`src/lwsc_regs.vh`:
```
// Constants for the latency and write strobe controller (host side).
// Assumes an APB slave at 32-bit data and one pclk domain at 100 MHz.
`ifndef LWSC_REGS_VH
`define LWSC_REGS_VH
// =========================================
// Register byte offsets
`define LWSC_CTRL_OFF      12'h000
`define LWSC_BAND_OFF      12'h004
`define LWSC_CMD_OFF       12'h008
`define LWSC_STATUS_OFF    12'h00c
`define LWSC_TIMING_OFF    12'h010
`define LWSC_MRVAL_OFF     12'h014
// =========================================
// Control fields
`define LWSC_CTRL_DBI_BIT  0
`define LWSC_CTRL_WLB_BIT  1
`define LWSC_CTRL_MODE_BIT 2
`define LWSC_CTRL_ODT_LSB  4
`define LWSC_CTRL_BL32_BIT 7
`define LWSC_CTRL_RST      32'h0000_0000
`define LWSC_BAND_RST      3'h0
// Command codes written to the command register
`define LWSC_CMD_WR        2'h1
`define LWSC_CMD_RD        2'h2
`define LWSC_CMD_MRW       2'h3
// Mode register bit positions on the device
`define LWSC_MR_DBI_BIT    6
`define LWSC_MR_WLS_BIT    6
// Command frame length in link clocks
`define LWSC_FRAME_BITS    5'h10
// Turnaround in link clocks, value of table is open
`define LWSC_TURNAROUND    6'h02
// Read burst length on the strobe in link clocks
`define LWSC_RD_BURST      6'h08
`define LWSC_WPST          6'h01
`endif

```
`src/lwsc_table.v`:
```
// Latency table lookup for each frequency band.
// Assumes band index 0..7 from the lowest band upward; output is registered.
module lwsc_table (
    // Clock and reset
    input  wire       pclk,
    input  wire       presetn,
    // Lookup
    input  wire [2:0] band,
    input  wire       wl_set_b,
    input  wire       dbi_on,
    output reg  [5:0] rl_ff,
    output reg  [5:0] wl_ff,
    output reg  [5:0] nwr_ff,
    output reg  [4:0] read_to_precharge_cycles_ff,
    output reg  [4:0] won_ff,
    output reg  [5:0] woff_ff
);
    reg [5:0] nxt_rl;
    reg [5:0] nxt_wl;
    reg [5:0] nxt_nwr;
    reg [4:0] nxt_read_to_precharge_cycles;
    reg [4:0] nxt_won;
    reg [5:0] nxt_woff;

    // =========================================
    // Band rows
    always @* begin
        nxt_rl = 6'h06; nxt_wl = 6'h04; nxt_nwr = 6'h06; nxt_read_to_precharge_cycles = 5'h08;
        nxt_won = 5'h00; nxt_woff = 6'h0f;
        case (band)
            3'h0: begin
                nxt_rl = 6'h06; nxt_wl = 6'h04; nxt_nwr = 6'h06; nxt_read_to_precharge_cycles = 5'h08;
                nxt_won = 5'h00; nxt_woff = 6'h0f;
            end
            3'h1: begin
                nxt_rl = dbi_on ? 6'h0c : 6'h0a; nxt_wl = wl_set_b ? 6'h08 : 6'h06;
                nxt_nwr = 6'h0a; nxt_read_to_precharge_cycles = 5'h08; nxt_won = 5'h00;
                nxt_woff = wl_set_b ? 6'h14 : 6'h12;
            end
            3'h2: begin
                nxt_rl = dbi_on ? 6'h10 : 6'h0e; nxt_wl = wl_set_b ? 6'h0c : 6'h08;
                nxt_nwr = 6'h10; nxt_read_to_precharge_cycles = 5'h08; nxt_won = wl_set_b ? 5'h06 : 5'h00;
                nxt_woff = wl_set_b ? 6'h19 : 6'h15;
            end
            3'h3: begin
                nxt_rl = dbi_on ? 6'h16 : 6'h14; nxt_wl = wl_set_b ? 6'h12 : 6'h0a;
                nxt_nwr = 6'h14; nxt_read_to_precharge_cycles = 5'h08; nxt_won = wl_set_b ? 5'h0c : 5'h04;
                nxt_woff = wl_set_b ? 6'h20 : 6'h18;
            end
            3'h4: begin
                nxt_rl = dbi_on ? 6'h1c : 6'h18; nxt_wl = wl_set_b ? 6'h16 : 6'h0c;
                nxt_nwr = 6'h18; nxt_read_to_precharge_cycles = 5'h0a; nxt_won = wl_set_b ? 5'h0e : 5'h04;
                nxt_woff = wl_set_b ? 6'h25 : 6'h1b;
            end
            3'h5: begin
                nxt_rl = dbi_on ? 6'h20 : 6'h1c; nxt_wl = wl_set_b ? 6'h1a : 6'h0e;
                nxt_nwr = 6'h1e; nxt_read_to_precharge_cycles = 5'h0c; nxt_won = wl_set_b ? 5'h12 : 5'h06;
                nxt_woff = wl_set_b ? 6'h2a : 6'h1e;
            end
            3'h6: begin
                nxt_rl = dbi_on ? 6'h24 : 6'h20; nxt_wl = wl_set_b ? 6'h1e : 6'h10;
                nxt_nwr = 6'h22; nxt_read_to_precharge_cycles = 5'h0e; nxt_won = wl_set_b ? 5'h14 : 5'h06;
                nxt_woff = wl_set_b ? 6'h2f : 6'h21;
            end
            default: begin
                nxt_rl = dbi_on ? 6'h28 : 6'h24; nxt_wl = wl_set_b ? 6'h22 : 6'h12;
                nxt_nwr = 6'h28; nxt_read_to_precharge_cycles = 5'h10; nxt_won = wl_set_b ? 5'h18 : 5'h08;
                nxt_woff = wl_set_b ? 6'h34 : 6'h24;
            end
        endcase
    end

    always @(posedge pclk or negedge presetn) begin
        if (!presetn) begin
            rl_ff <= 6'h06; wl_ff <= 6'h04; nwr_ff <= 6'h06;
            read_to_precharge_cycles_ff <= 5'h08; won_ff <= 5'h00; woff_ff <= 6'h0f;
        end else begin
            rl_ff <= nxt_rl; wl_ff <= nxt_wl; nwr_ff <= nxt_nwr;
            read_to_precharge_cycles_ff <= nxt_read_to_precharge_cycles; won_ff <= nxt_won; woff_ff <= nxt_woff;
        end
    end
endmodule // lwsc_table

```
`src/lwsc_ctrl.v`:
```
// Host controller: picks latency row, programs mode registers, drives strobe.
// Assumes APB master software and a device link clock arriving on a pin.
// Operation
// Device reads latency column by io_config bit 6: plain or inversion.
// Device picks write latency set A or B by latency_mode bit 6.
// Host runs the clock only inside the band of programmed values.
// Device precharges write_recovery_cycles after write with auto precharge.
// Device precharges read_to_precharge_cycles after read with auto precharge.
// Thirty-two beat bursts add eight clocks to read_to_precharge_cycles.
// Host controls write strobe in read-based or on/off window mode.
// Strobe control never relaxes command spacing; command timing wins.
// Read-based: at write, move from complement-high to differential strobe.
// Read-based: after postamble drive complement high again while clock enabled.
// Clock enable low: strobe lines may be left in any state.
// Read-based duties waived during read strobe and turnaround handover.
// On/off: strobe differential no later than write_strobe_on_delay after write.
// On/off: keep differential at least write_strobe_off_delay after last write.
// On/off: window duties waived over read burst, postamble and turnarounds.
// Read or write toggling counts toward the differential window.
// Exception window: max(0, WL-on+turnaround-preamble-gap) or turnaround.
// Termination on keeps window inside termination window; off may relax.
// Device terminates only when termination_mode field is not zero.
// Host chooses table row from its clock and programs it before commands.
//
// Added by the designer: register access over APB and the address map.
`include "lwsc_regs.vh"
module lwsc_ctrl (
    // APB slave
    input  wire        pclk,
    input  wire        presetn,
    input  wire        psel,
    input  wire        penable,
    input  wire        pwrite,
    input  wire [11:0] paddr,
    input  wire [31:0] pwdata,
    output reg  [31:0] prdata,
    output wire        pready,
    output wire        pslverr,
    // Link to device
    input  wire        link_clk,
    input  wire        cke,
    output reg         cmd_valid_ff,
    output reg  [1:0]  cmd_code_ff,
    output reg  [7:0]  cmd_data_ff,
    // Write strobe pair, enables low while driven
    output reg         strobe_t_ff,
    output reg         strobe_c_ff,
    output reg         strobe_oe_n_ff,
    // Debug
    output wire [5:0]  exception_window
);
    reg  [31:0] ctrl_ff;
    reg  [2:0]  band_ff;
    reg  [1:0]  pend_ff;
    reg         busy_ff;
    reg         last_rd_ff;
    reg  [5:0]  won_cnt_ff;
    reg  [5:0]  woff_cnt_ff;
    reg  [5:0]  rd_cnt_ff;
    reg  [5:0]  ta_cnt_ff;
    reg  [1:0]  st_ff;
    reg         lk_s1_ff;
    reg         lk_s2_ff;
    reg         lk_s3_ff;
    reg         ck_s1_ff;
    reg         ck_s2_ff;
    wire [5:0]  rl;
    wire [5:0]  wl;
    wire [5:0]  write_recovery_cycles;
    wire [4:0]  read_to_precharge_cycles;
    wire [4:0]  won;
    wire [5:0]  woff;
    wire        lk_rise;
    wire        wr_en;
    wire        read_mode;
    wire        odt_on;
    wire        in_except;

    localparam ST_IDLE = 2'h0;
    localparam ST_CMD  = 2'h1;
    localparam ST_DONE = 2'h2;

    // Clamped difference, used for the exception window
    function [5:0] sat_sub;
        input [5:0] a;
        input [5:0] b;
        begin
            sat_sub = (a > b) ? (a - b) : 6'h00;
        end
    endfunction

    lwsc_table u_table (
        .pclk     (pclk),
        .presetn  (presetn),
        .band     (band_ff),
        .wl_set_b (ctrl_ff[`LWSC_CTRL_WLB_BIT]),
        .dbi_on   (ctrl_ff[`LWSC_CTRL_DBI_BIT]),
        .rl_ff    (rl),
        .wl_ff    (wl),
        .nwr_ff   (write_recovery_cycles),
        .read_to_precharge_cycles_ff  (read_to_precharge_cycles),
        .won_ff   (won),
        .woff_ff  (woff)
    );

    // =========================================
    // APB access, zero wait states
    assign pready  = 1'b1;
    assign pslverr = 1'b0;
    assign wr_en   = psel && penable && pwrite;
    assign read_mode = ~ctrl_ff[`LWSC_CTRL_MODE_BIT];
    assign odt_on  = ctrl_ff[`LWSC_CTRL_ODT_LSB+2:`LWSC_CTRL_ODT_LSB] != 3'h0;

    always @(posedge pclk or negedge presetn) begin
        if (!presetn) begin
            ctrl_ff <= `LWSC_CTRL_RST;
            band_ff <= `LWSC_BAND_RST;
        end else if (wr_en && !busy_ff) begin
            if (paddr == `LWSC_CTRL_OFF)
                ctrl_ff <= pwdata;
            if (paddr == `LWSC_BAND_OFF)
                band_ff <= pwdata[2:0];
        end
    end

    always @* begin
        case (paddr)
            `LWSC_CTRL_OFF:   prdata = ctrl_ff;
            `LWSC_BAND_OFF:   prdata = {29'h0, band_ff};
            `LWSC_STATUS_OFF: prdata = {24'h0, ck_s2_ff, in_except, strobe_oe_n_ff, last_rd_ff, 3'h0, busy_ff};
            `LWSC_TIMING_OFF: prdata = {2'h0, woff, 3'h0, won, 2'h0, wl, 2'h0, rl};
            `LWSC_MRVAL_OFF: begin
                prdata = {13'h0, ctrl_ff[`LWSC_CTRL_BL32_BIT] ? read_to_precharge_cycles + 5'h08 : read_to_precharge_cycles, 2'h0, write_recovery_cycles, 6'h0};
            end
            default:          prdata = 32'h0;
        endcase
    end

    // =========================================
    // Link clock sampling, two stages before use
    always @(posedge pclk or negedge presetn) begin
        if (!presetn) begin
            lk_s1_ff <= 1'b0; lk_s2_ff <= 1'b0; lk_s3_ff <= 1'b0;
            ck_s1_ff <= 1'b0; ck_s2_ff <= 1'b0;
        end else begin
            lk_s1_ff <= link_clk; lk_s2_ff <= lk_s1_ff; lk_s3_ff <= lk_s2_ff;
            ck_s1_ff <= cke; ck_s2_ff <= ck_s1_ff;
        end
    end
    assign lk_rise = lk_s2_ff && !lk_s3_ff;

    // =========================================
    // Exception window
    assign exception_window = odt_on ? `LWSC_TURNAROUND :
        sat_sub(wl + `LWSC_TURNAROUND, {1'b0, won} + 6'h02);
    assign in_except = (rd_cnt_ff != 6'h0) || (ta_cnt_ff != 6'h0);

    // =========================================
    // Command sequencing; at most one command per two link rises
    always @(posedge pclk or negedge presetn) begin
        if (!presetn) begin
            st_ff <= ST_IDLE; busy_ff <= 1'b0; pend_ff <= 2'h0;
            cmd_valid_ff <= 1'b0; cmd_code_ff <= 2'h0; cmd_data_ff <= 8'h0;
        end else begin
            case (st_ff)
                ST_IDLE: begin
                    if (wr_en && paddr == `LWSC_CMD_OFF && pwdata[1:0] != 2'h0) begin
                        pend_ff <= pwdata[1:0];
                        cmd_data_ff <= pwdata[15:8];
                        busy_ff <= 1'b1;
                        st_ff <= ST_CMD;
                    end
                end
                ST_CMD: begin
                    // Waits for turnaround so spacing is never shortened
                    if (lk_rise && ck_s2_ff && ta_cnt_ff == 6'h0) begin
                        cmd_valid_ff <= 1'b1;
                        cmd_code_ff <= pend_ff;
                        if (pend_ff == `LWSC_CMD_MRW && cmd_data_ff == 8'h0)
                            cmd_data_ff <= {1'b0, ctrl_ff[`LWSC_CTRL_WLB_BIT], 6'h0};
                        st_ff <= ST_DONE;
                    end
                end
                ST_DONE: begin
                    if (lk_rise) begin
                        cmd_valid_ff <= 1'b0;
                        busy_ff <= 1'b0;
                        st_ff <= ST_IDLE;
                    end
                end
                default: st_ff <= ST_IDLE;
            endcase
        end
    end

    // =========================================
    // Strobe timers on link edges
    always @(posedge pclk or negedge presetn) begin
        if (!presetn) begin
            won_cnt_ff <= 6'h0; woff_cnt_ff <= 6'h0; rd_cnt_ff <= 6'h0;
            ta_cnt_ff <= 6'h0; last_rd_ff <= 1'b0;
        end else if (lk_rise) begin
            if (st_ff == ST_DONE && cmd_code_ff == `LWSC_CMD_WR) begin
                won_cnt_ff <= {1'b0, won};
                woff_cnt_ff <= woff + `LWSC_WPST;
                if (last_rd_ff)
                    ta_cnt_ff <= exception_window;
                last_rd_ff <= 1'b0;
            end else if (st_ff == ST_DONE && cmd_code_ff == `LWSC_CMD_RD) begin
                rd_cnt_ff <= rl + `LWSC_RD_BURST;
                ta_cnt_ff <= `LWSC_TURNAROUND;
                last_rd_ff <= 1'b1;
            end else begin
                if (won_cnt_ff != 6'h0) won_cnt_ff <= won_cnt_ff - 6'h01;
                if (woff_cnt_ff != 6'h0) woff_cnt_ff <= woff_cnt_ff - 6'h01;
                if (rd_cnt_ff != 6'h0) rd_cnt_ff <= rd_cnt_ff - 6'h01;
                if (ta_cnt_ff != 6'h0 && rd_cnt_ff == 6'h0) ta_cnt_ff <= ta_cnt_ff - 6'h01;
            end
        end
    end

    // =========================================
    // Strobe pins; driving early from the command still meets the on delay
    always @(posedge pclk or negedge presetn) begin
        if (!presetn) begin
            strobe_t_ff <= 1'b0; strobe_c_ff <= 1'b1; strobe_oe_n_ff <= 1'b1;
        end else if (!ck_s2_ff) begin
            strobe_oe_n_ff <= 1'b1;
        end else if (in_except) begin
            strobe_oe_n_ff <= 1'b1;
        end else if (woff_cnt_ff != 6'h0) begin
            strobe_oe_n_ff <= 1'b0;
            strobe_t_ff <= lk_rise ? ~strobe_t_ff : strobe_t_ff;
            strobe_c_ff <= lk_rise ? strobe_t_ff : strobe_c_ff;
        end else if (read_mode) begin
            strobe_oe_n_ff <= 1'b0;
            strobe_t_ff <= 1'b0;
            strobe_c_ff <= 1'b1;
        end else begin
            strobe_oe_n_ff <= 1'b1;
        end
    end
endmodule // lwsc_ctrl

```
`config.mk`:
```
export PLATFORM = sky130hd
export DESIGN_NAME = lwsc_ctrl
export DESIGN_NICKNAME = d
export VERILOG_FILES = /design/src/lwsc_table.v /design/src/lwsc_ctrl.v
export VERILOG_INCLUDE_DIRS = /design/src
export SDC_FILE = /design/constraint.sdc
export NUM_CORES = 1
export LEC_CHECK = 0
export BUFFER_PORTS_ARGS = -buffer_cell sky130_fd_sc_hd__buf_2
export CORE_MARGIN = 2
export CORE_UTILIZATION = 60
export CTS_CLUSTER_SIZE = 28
export DETAILED_ROUTE_END_ITERATION = 12
export GPL_ROUTABILITY_DRIVEN = 1
export GPL_TIMING_DRIVEN = 0
export PLACE_DENSITY = 0.91
export SLEW_MARGIN = 20
export SYNTH_ARGS = -nofsm -noshare
export SYNTH_HDL_FRONTEND = slang
export SYNTH_SLANG_ARGS = --single-unit
```
`constraint.sdc`:
```
create_clock -name pclk -period 7.5 [get_ports pclk]
set_clock_uncertainty 0.2 [all_clocks]
set_input_delay 0.75 -clock pclk [delete_from_list [all_inputs] [get_ports pclk]]
set_output_delay 0.75 -clock pclk [all_outputs]
set_load 0.01 [all_outputs]
```
-- After elaboration in Yosys (flattened, before gate mapping)
Cells that the tools add are included.
- register bits: 112
- input bits: 51
- output and inout port bits: 54
- word-level logic and storage cells: 182
- $add $sub $neg: 9
- order comparisons: 1
- equal/unequal tests: 24
- muxes and demuxes: 71
- bitwise operators: 3
- reductions and logical operators: 48
- operator list (kind ; count):
    6-bit case mux with 7 select lines ; 4
    32-bit case mux with 5 select lines ; 1
    6-bit 2-to-1 mux ; 16
    5-bit 2-to-1 mux ; 9
    5-bit case mux with 6 select lines ; 1
    4-bit 2-to-1 mux ; 7
    12-bit by 4-bit equality test with 1-bit output (second input constant) ; 2
    12-bit by 5-bit equality test with 1-bit output (second input constant) ; 2
    8-bit 2-to-1 mux ; 3
    5-bit case mux with 4 select lines ; 1
    3-bit 2-to-1 mux ; 6
    3-bit AND reduction ; 6
    6-bit nonzero test ; 3
    6-bit by 1-bit subtractor with 6-bit output (second input constant) ; 3
    8-bit case mux with 2 select lines ; 1
    1-bit 2-to-1 mux ; 15
    2-bit != test (second input constant) ; 7
    2-bit nonzero test ; 7
    12-bit by 3-bit equality test with 1-bit output (second input constant) ; 1
    1-bit logical AND ; 12
    12-bit zero test ; 1
    6-bit zero test ; 2
    2-bit AND reduction ; 5
    3-bit equality test (second input constant) ; 3
    other kinds (25) ; 38

-- Longest topological paths before layout
- word-level depth: 6
- mapped depth: 9
- gate-level depth less buffers: 9

-- By module
A second synthesis with hierarchy kept.
- cells, all modules: 564
- area total of the unflattened synthesis: 5895.7 µm²
- modules (own cells, without submodules) (module ; times used ; cells each ; area an instance (µm²) ; sequential area each (µm²)):
    lwsc_ctrl ; 1 ; 448 ; 4608.2 ; 1954.4
    lwsc_table ; 1 ; 116 ; 1287.5 ; 738.2

-- Worst setup path before layout
OpenSTA, ideal clock, no wires.
- path kind: in2out
- from: input paddr[1]
- to: output prdata[10]
- arrival: 2.569 ns
- data required time: 6.550 ns
- path slack: 3.981 ns
- stages on the path: 7
- cell sequence: or4_1 -> or4_1 -> buf_2 -> nor3b_1 -> clkbuf_1 -> a222oi_1 -> inv_1
- longest elaborated chain between the ends: 2
- elaborated cells between the ends (all ways): 6
- ends and longest elaborated chain (element ; RTL line ; RTL):
    start, declared ; lwsc_ctrl.v:34 ; input wire [11:0] paddr,
    12-bit by 5-bit equality test with 1-bit output, or another cell as far along ; lwsc_ctrl.v:127 ; case (paddr)
    32-bit case mux with 5 select lines * ; lwsc_ctrl.v:127 ;
    end, declared ; lwsc_ctrl.v:36 ; output reg [31:0] prdata,
Every way passes the cells marked *; elsewhere a longest branch is shown, timed or not.

-- Final worst setup path
- from: input paddr[1]
- to: output prdata[9]
The elaborated chain is that of the path after synthesis.

==> flow_metrics.tcl <==
set metrics [dict create \
    dp.cells 788 \
    timing.final.ws_setup_ps 3280 \
    netlist_instances 556 \
    tightest_slew_ps 853 \
    cts_tree "done" \
    fin_area_um2 6630 \
    synth_top_area_cell "dfrtp_1" \
    grt_max_degree 63 \
    gr-total-overflow 0 \
    die_h_um 102 \
    post_cts_resize_count 0 \
    cp-startpoint "paddr[1]" \
    leakagePower_nw 3.38 \
    fp-row-count 35 \
    num-nets-final 736 \
    layout_common_cells "buf_2, dfrtp_1, nand2_1, o21ai_0, inv_1" \
    yosysSeqAreaShare_pct 46.8 \
    synthTopCellsByArea "dfrtp_1, mux2_4, dfstp_2, o21ai_0, ha_1" \
    drc 0 \
    start_util_pct 61.9 \
    cp_max_fo 10 \
    r2r_cells 9 \
    final_cells 804 \
    drtIter0Drc 304 \
    design.core.area_um2 9280 \
    synthDistinctLibCells 63 \
    antenna_cells 0 \
    cp_data_required_time_ps 6550 \
    cp.arrival_ps 3270 \
    start_kind "primary input" \
    io_pins 105 \
    vias 4786 \
    grt_pass1_wl_um 23600 \
    cts_setup_buffers 0 \
    grt_antenna_before_repair 0 \
    p_per_area_nw_per_um2 189 \
    synth-seq-cells 107 \
    dr.pass1.iters 5 \
    finalHoldViolCount 0 \
    slew_headroom_pct 42.6 \
    grt_usage_pct 29.6 \
    path_class "primary input to primary output" \
    rsz0062_at_grt "false" \
    total_power_w 0.00125 \
    post_drt_wl_per_cell_um 18.2 \
    avgSynthCellArea_um2 10.3 \
    grt_pass1_vias 4786 \
    fmax_ghz 0.237 \
    drtAntennaViolNets 0 \
    drive_gt1_share_pct 27.0 \
    die_x_um 102 \
    status "finished, final reports clean" \
    pre_cts_slack_ps 3340 \
    peakVddDrop_mv 0.144 \
    ctsRootBufferMaster "clkbuf_8" \
    cap_violations 0 \
    io_buffers 101 \
    gp_congestion 0.964 \
    setup_viol 0 \
    worstReg2RegEnd "ta_cnt_ff[3]$_DFFE_PN0P_" \
    cp-end-kind "primary output" \
    yosysWarnings 0 \
    final_common_cell "buf_2" \
    period_share_pct 56.3 \
    tns_ps 0 \
    drt-total-wl_um 14700 \
    htree_levels 3 \
    area_growth_pct 15.4 \
    rrSetupSlack_ps 4570 \
    vias_per_cell 5.95 \
    hp-class "primary input to async pin" \
    cts_buffers 9 \
    synth.top_cell.area_share_pct 41.3 \
    clock_path_buffers 2 \
    synth_edf_count 0 \
    hold_buffers 0 \
    die_area_um2 10400 \
    synth_flop_cell "dfrtp_1" \
    cts.sinks 107 \
    num-fill-cells 717 \
    r2r_start "u_table.wl_ff[2]$_DFF_PN1_" \
    drv_slew 0 \
    post-route-min-period_ps 4220 \
    clk_pin_slew_worst_paths_ps 90 \
    place_area_um2 6450 \
    clock_latency_ps 380 \
    postSynth.asyncResetShare_pct 100 \
    dp_hpwl_um 11100 \
    crit_end "prdata[9]" \
    syn_area_um2 5750 \
]
[worst min path at each step]
stage,slack (ps),endpoint,cells past startpoint
floorplan,130,ck_s2_ff$_DFF_PN0_,0
global placement,130,ck_s2_ff$_DFF_PN0_,0
detailed placement,150,ck_s2_ff$_DFF_PN0_,0
CTS,90,rd_cnt_ff[2]$_DFFE_PN0P_,1
global route,110,rd_cnt_ff[2]$_DFFE_PN0P_,1
finish,80,rd_cnt_ff[2]$_DFFE_PN0P_,1
[cell usage after synthesis (all sizes together) (6+ instances only)]
library cell and n:
ha 14, xnor2 11, dfrtp 95, xor2 9, a222oi 9, o22ai 6, nor3 9, clkbuf 23
nand2b 7, o21ai 40, nor2b 6, dfstp 12, mux2 40, buf 8, nor4 6, inv 36
mux2i 7, and2 15, nand2 43, a22o 16, nor2 33, nand3 16, a21oi 27
[per-stage QoR]
| stage | hold slack, ps | util [%] |
|---|---|---|
| floorplan | 131 | - |
| global placement | 135 | 69.2 |
| detailed placement | 146 | 69.5 |
| CTS | 94.6 | 71.4 |
| global route | 111 | 71.4 |
| finish | 81.6 | 71.4 |
[critical path, cell delays in order]
cell and delay [ps]:
buf_2 90, or4_1 540, or4_1 410, buf_2 170, nor3b_1 250, clkbuf_1 520, a222oi_1 270, inv_1 120
buf_2 130
[routing by layer]
metal / share of wire, % / GRT usage, % / wire length, um
met4: 1.8 / 9.44 / 257
met1: 40 / 38.8 / 5850
met3: 6.7 / 4.79 / 987
met2: 52 / 50.8 / 7560
met5: 0 / 0 / 0
[flip-flops by register name, summed over array words and instances (netlist names), 2 cells and up]
register,cells
cmd_data_ff,8
rd_cnt_ff,6
st_ff,2
u_table.wl_ff,5
u_table.won_ff,4
ta_cnt_ff,6
u_table.read_to_precharge_cycles_ff,4
cmd_code_ff,2
pend_ff,2
u_table.woff_ff,6
ctrl_ff,32
woff_cnt_ff,6
u_table.nwr_ff,5
u_table.rl_ff,5
band_ff,3
[area by class of cell]
| type | count | area (um^2) | share of cell area, % |
|---|---|---|---|
| clock buffer | 12 | 145 | 2.19 |
| buffer | 31 | 159 | 2.40 |
| sequential | 107 | 2690 | 40.6 |
| tap | 129 | 161 | 2.43 |
| timing repair buffer | 102 | 539 | 8.13 |
| clock inverter | 4 | 33.8 | 0.509 |
| multi-input combinational | 383 | 2770 | 41.7 |
| inverter | 36 | 135 | 2.04 |
[report_power, final]
group | total [W] | switching [W] | internal, W | leakage [nW]
combinational | 0.000249 | 0.000146 | 0.000104 | 1.98
clock | 0.000334 | 0.000201 | 0.000133 | 0.0876
sequential | 0.000668 | 0.0000421 | 0.000626 | 1.32
total | 0.00125 | 0.000388 | 0.000863 | 3.38
[cell families (layout without fill, tap and decap cells)]
logic type	count (synthesis)	in the layout	share of synthesized area, %
fa+ha+maj	15	15	3.40
simple gates	165	165	15.2
buf+inv	67	185	5.11
flops	107	107	46.8
xor+xnor	20	20	3.05
compound gates	133	133	15.3
other cells	2	3	0.131
mux	47	47	11.0
Power figures use the tool's default switching activity.
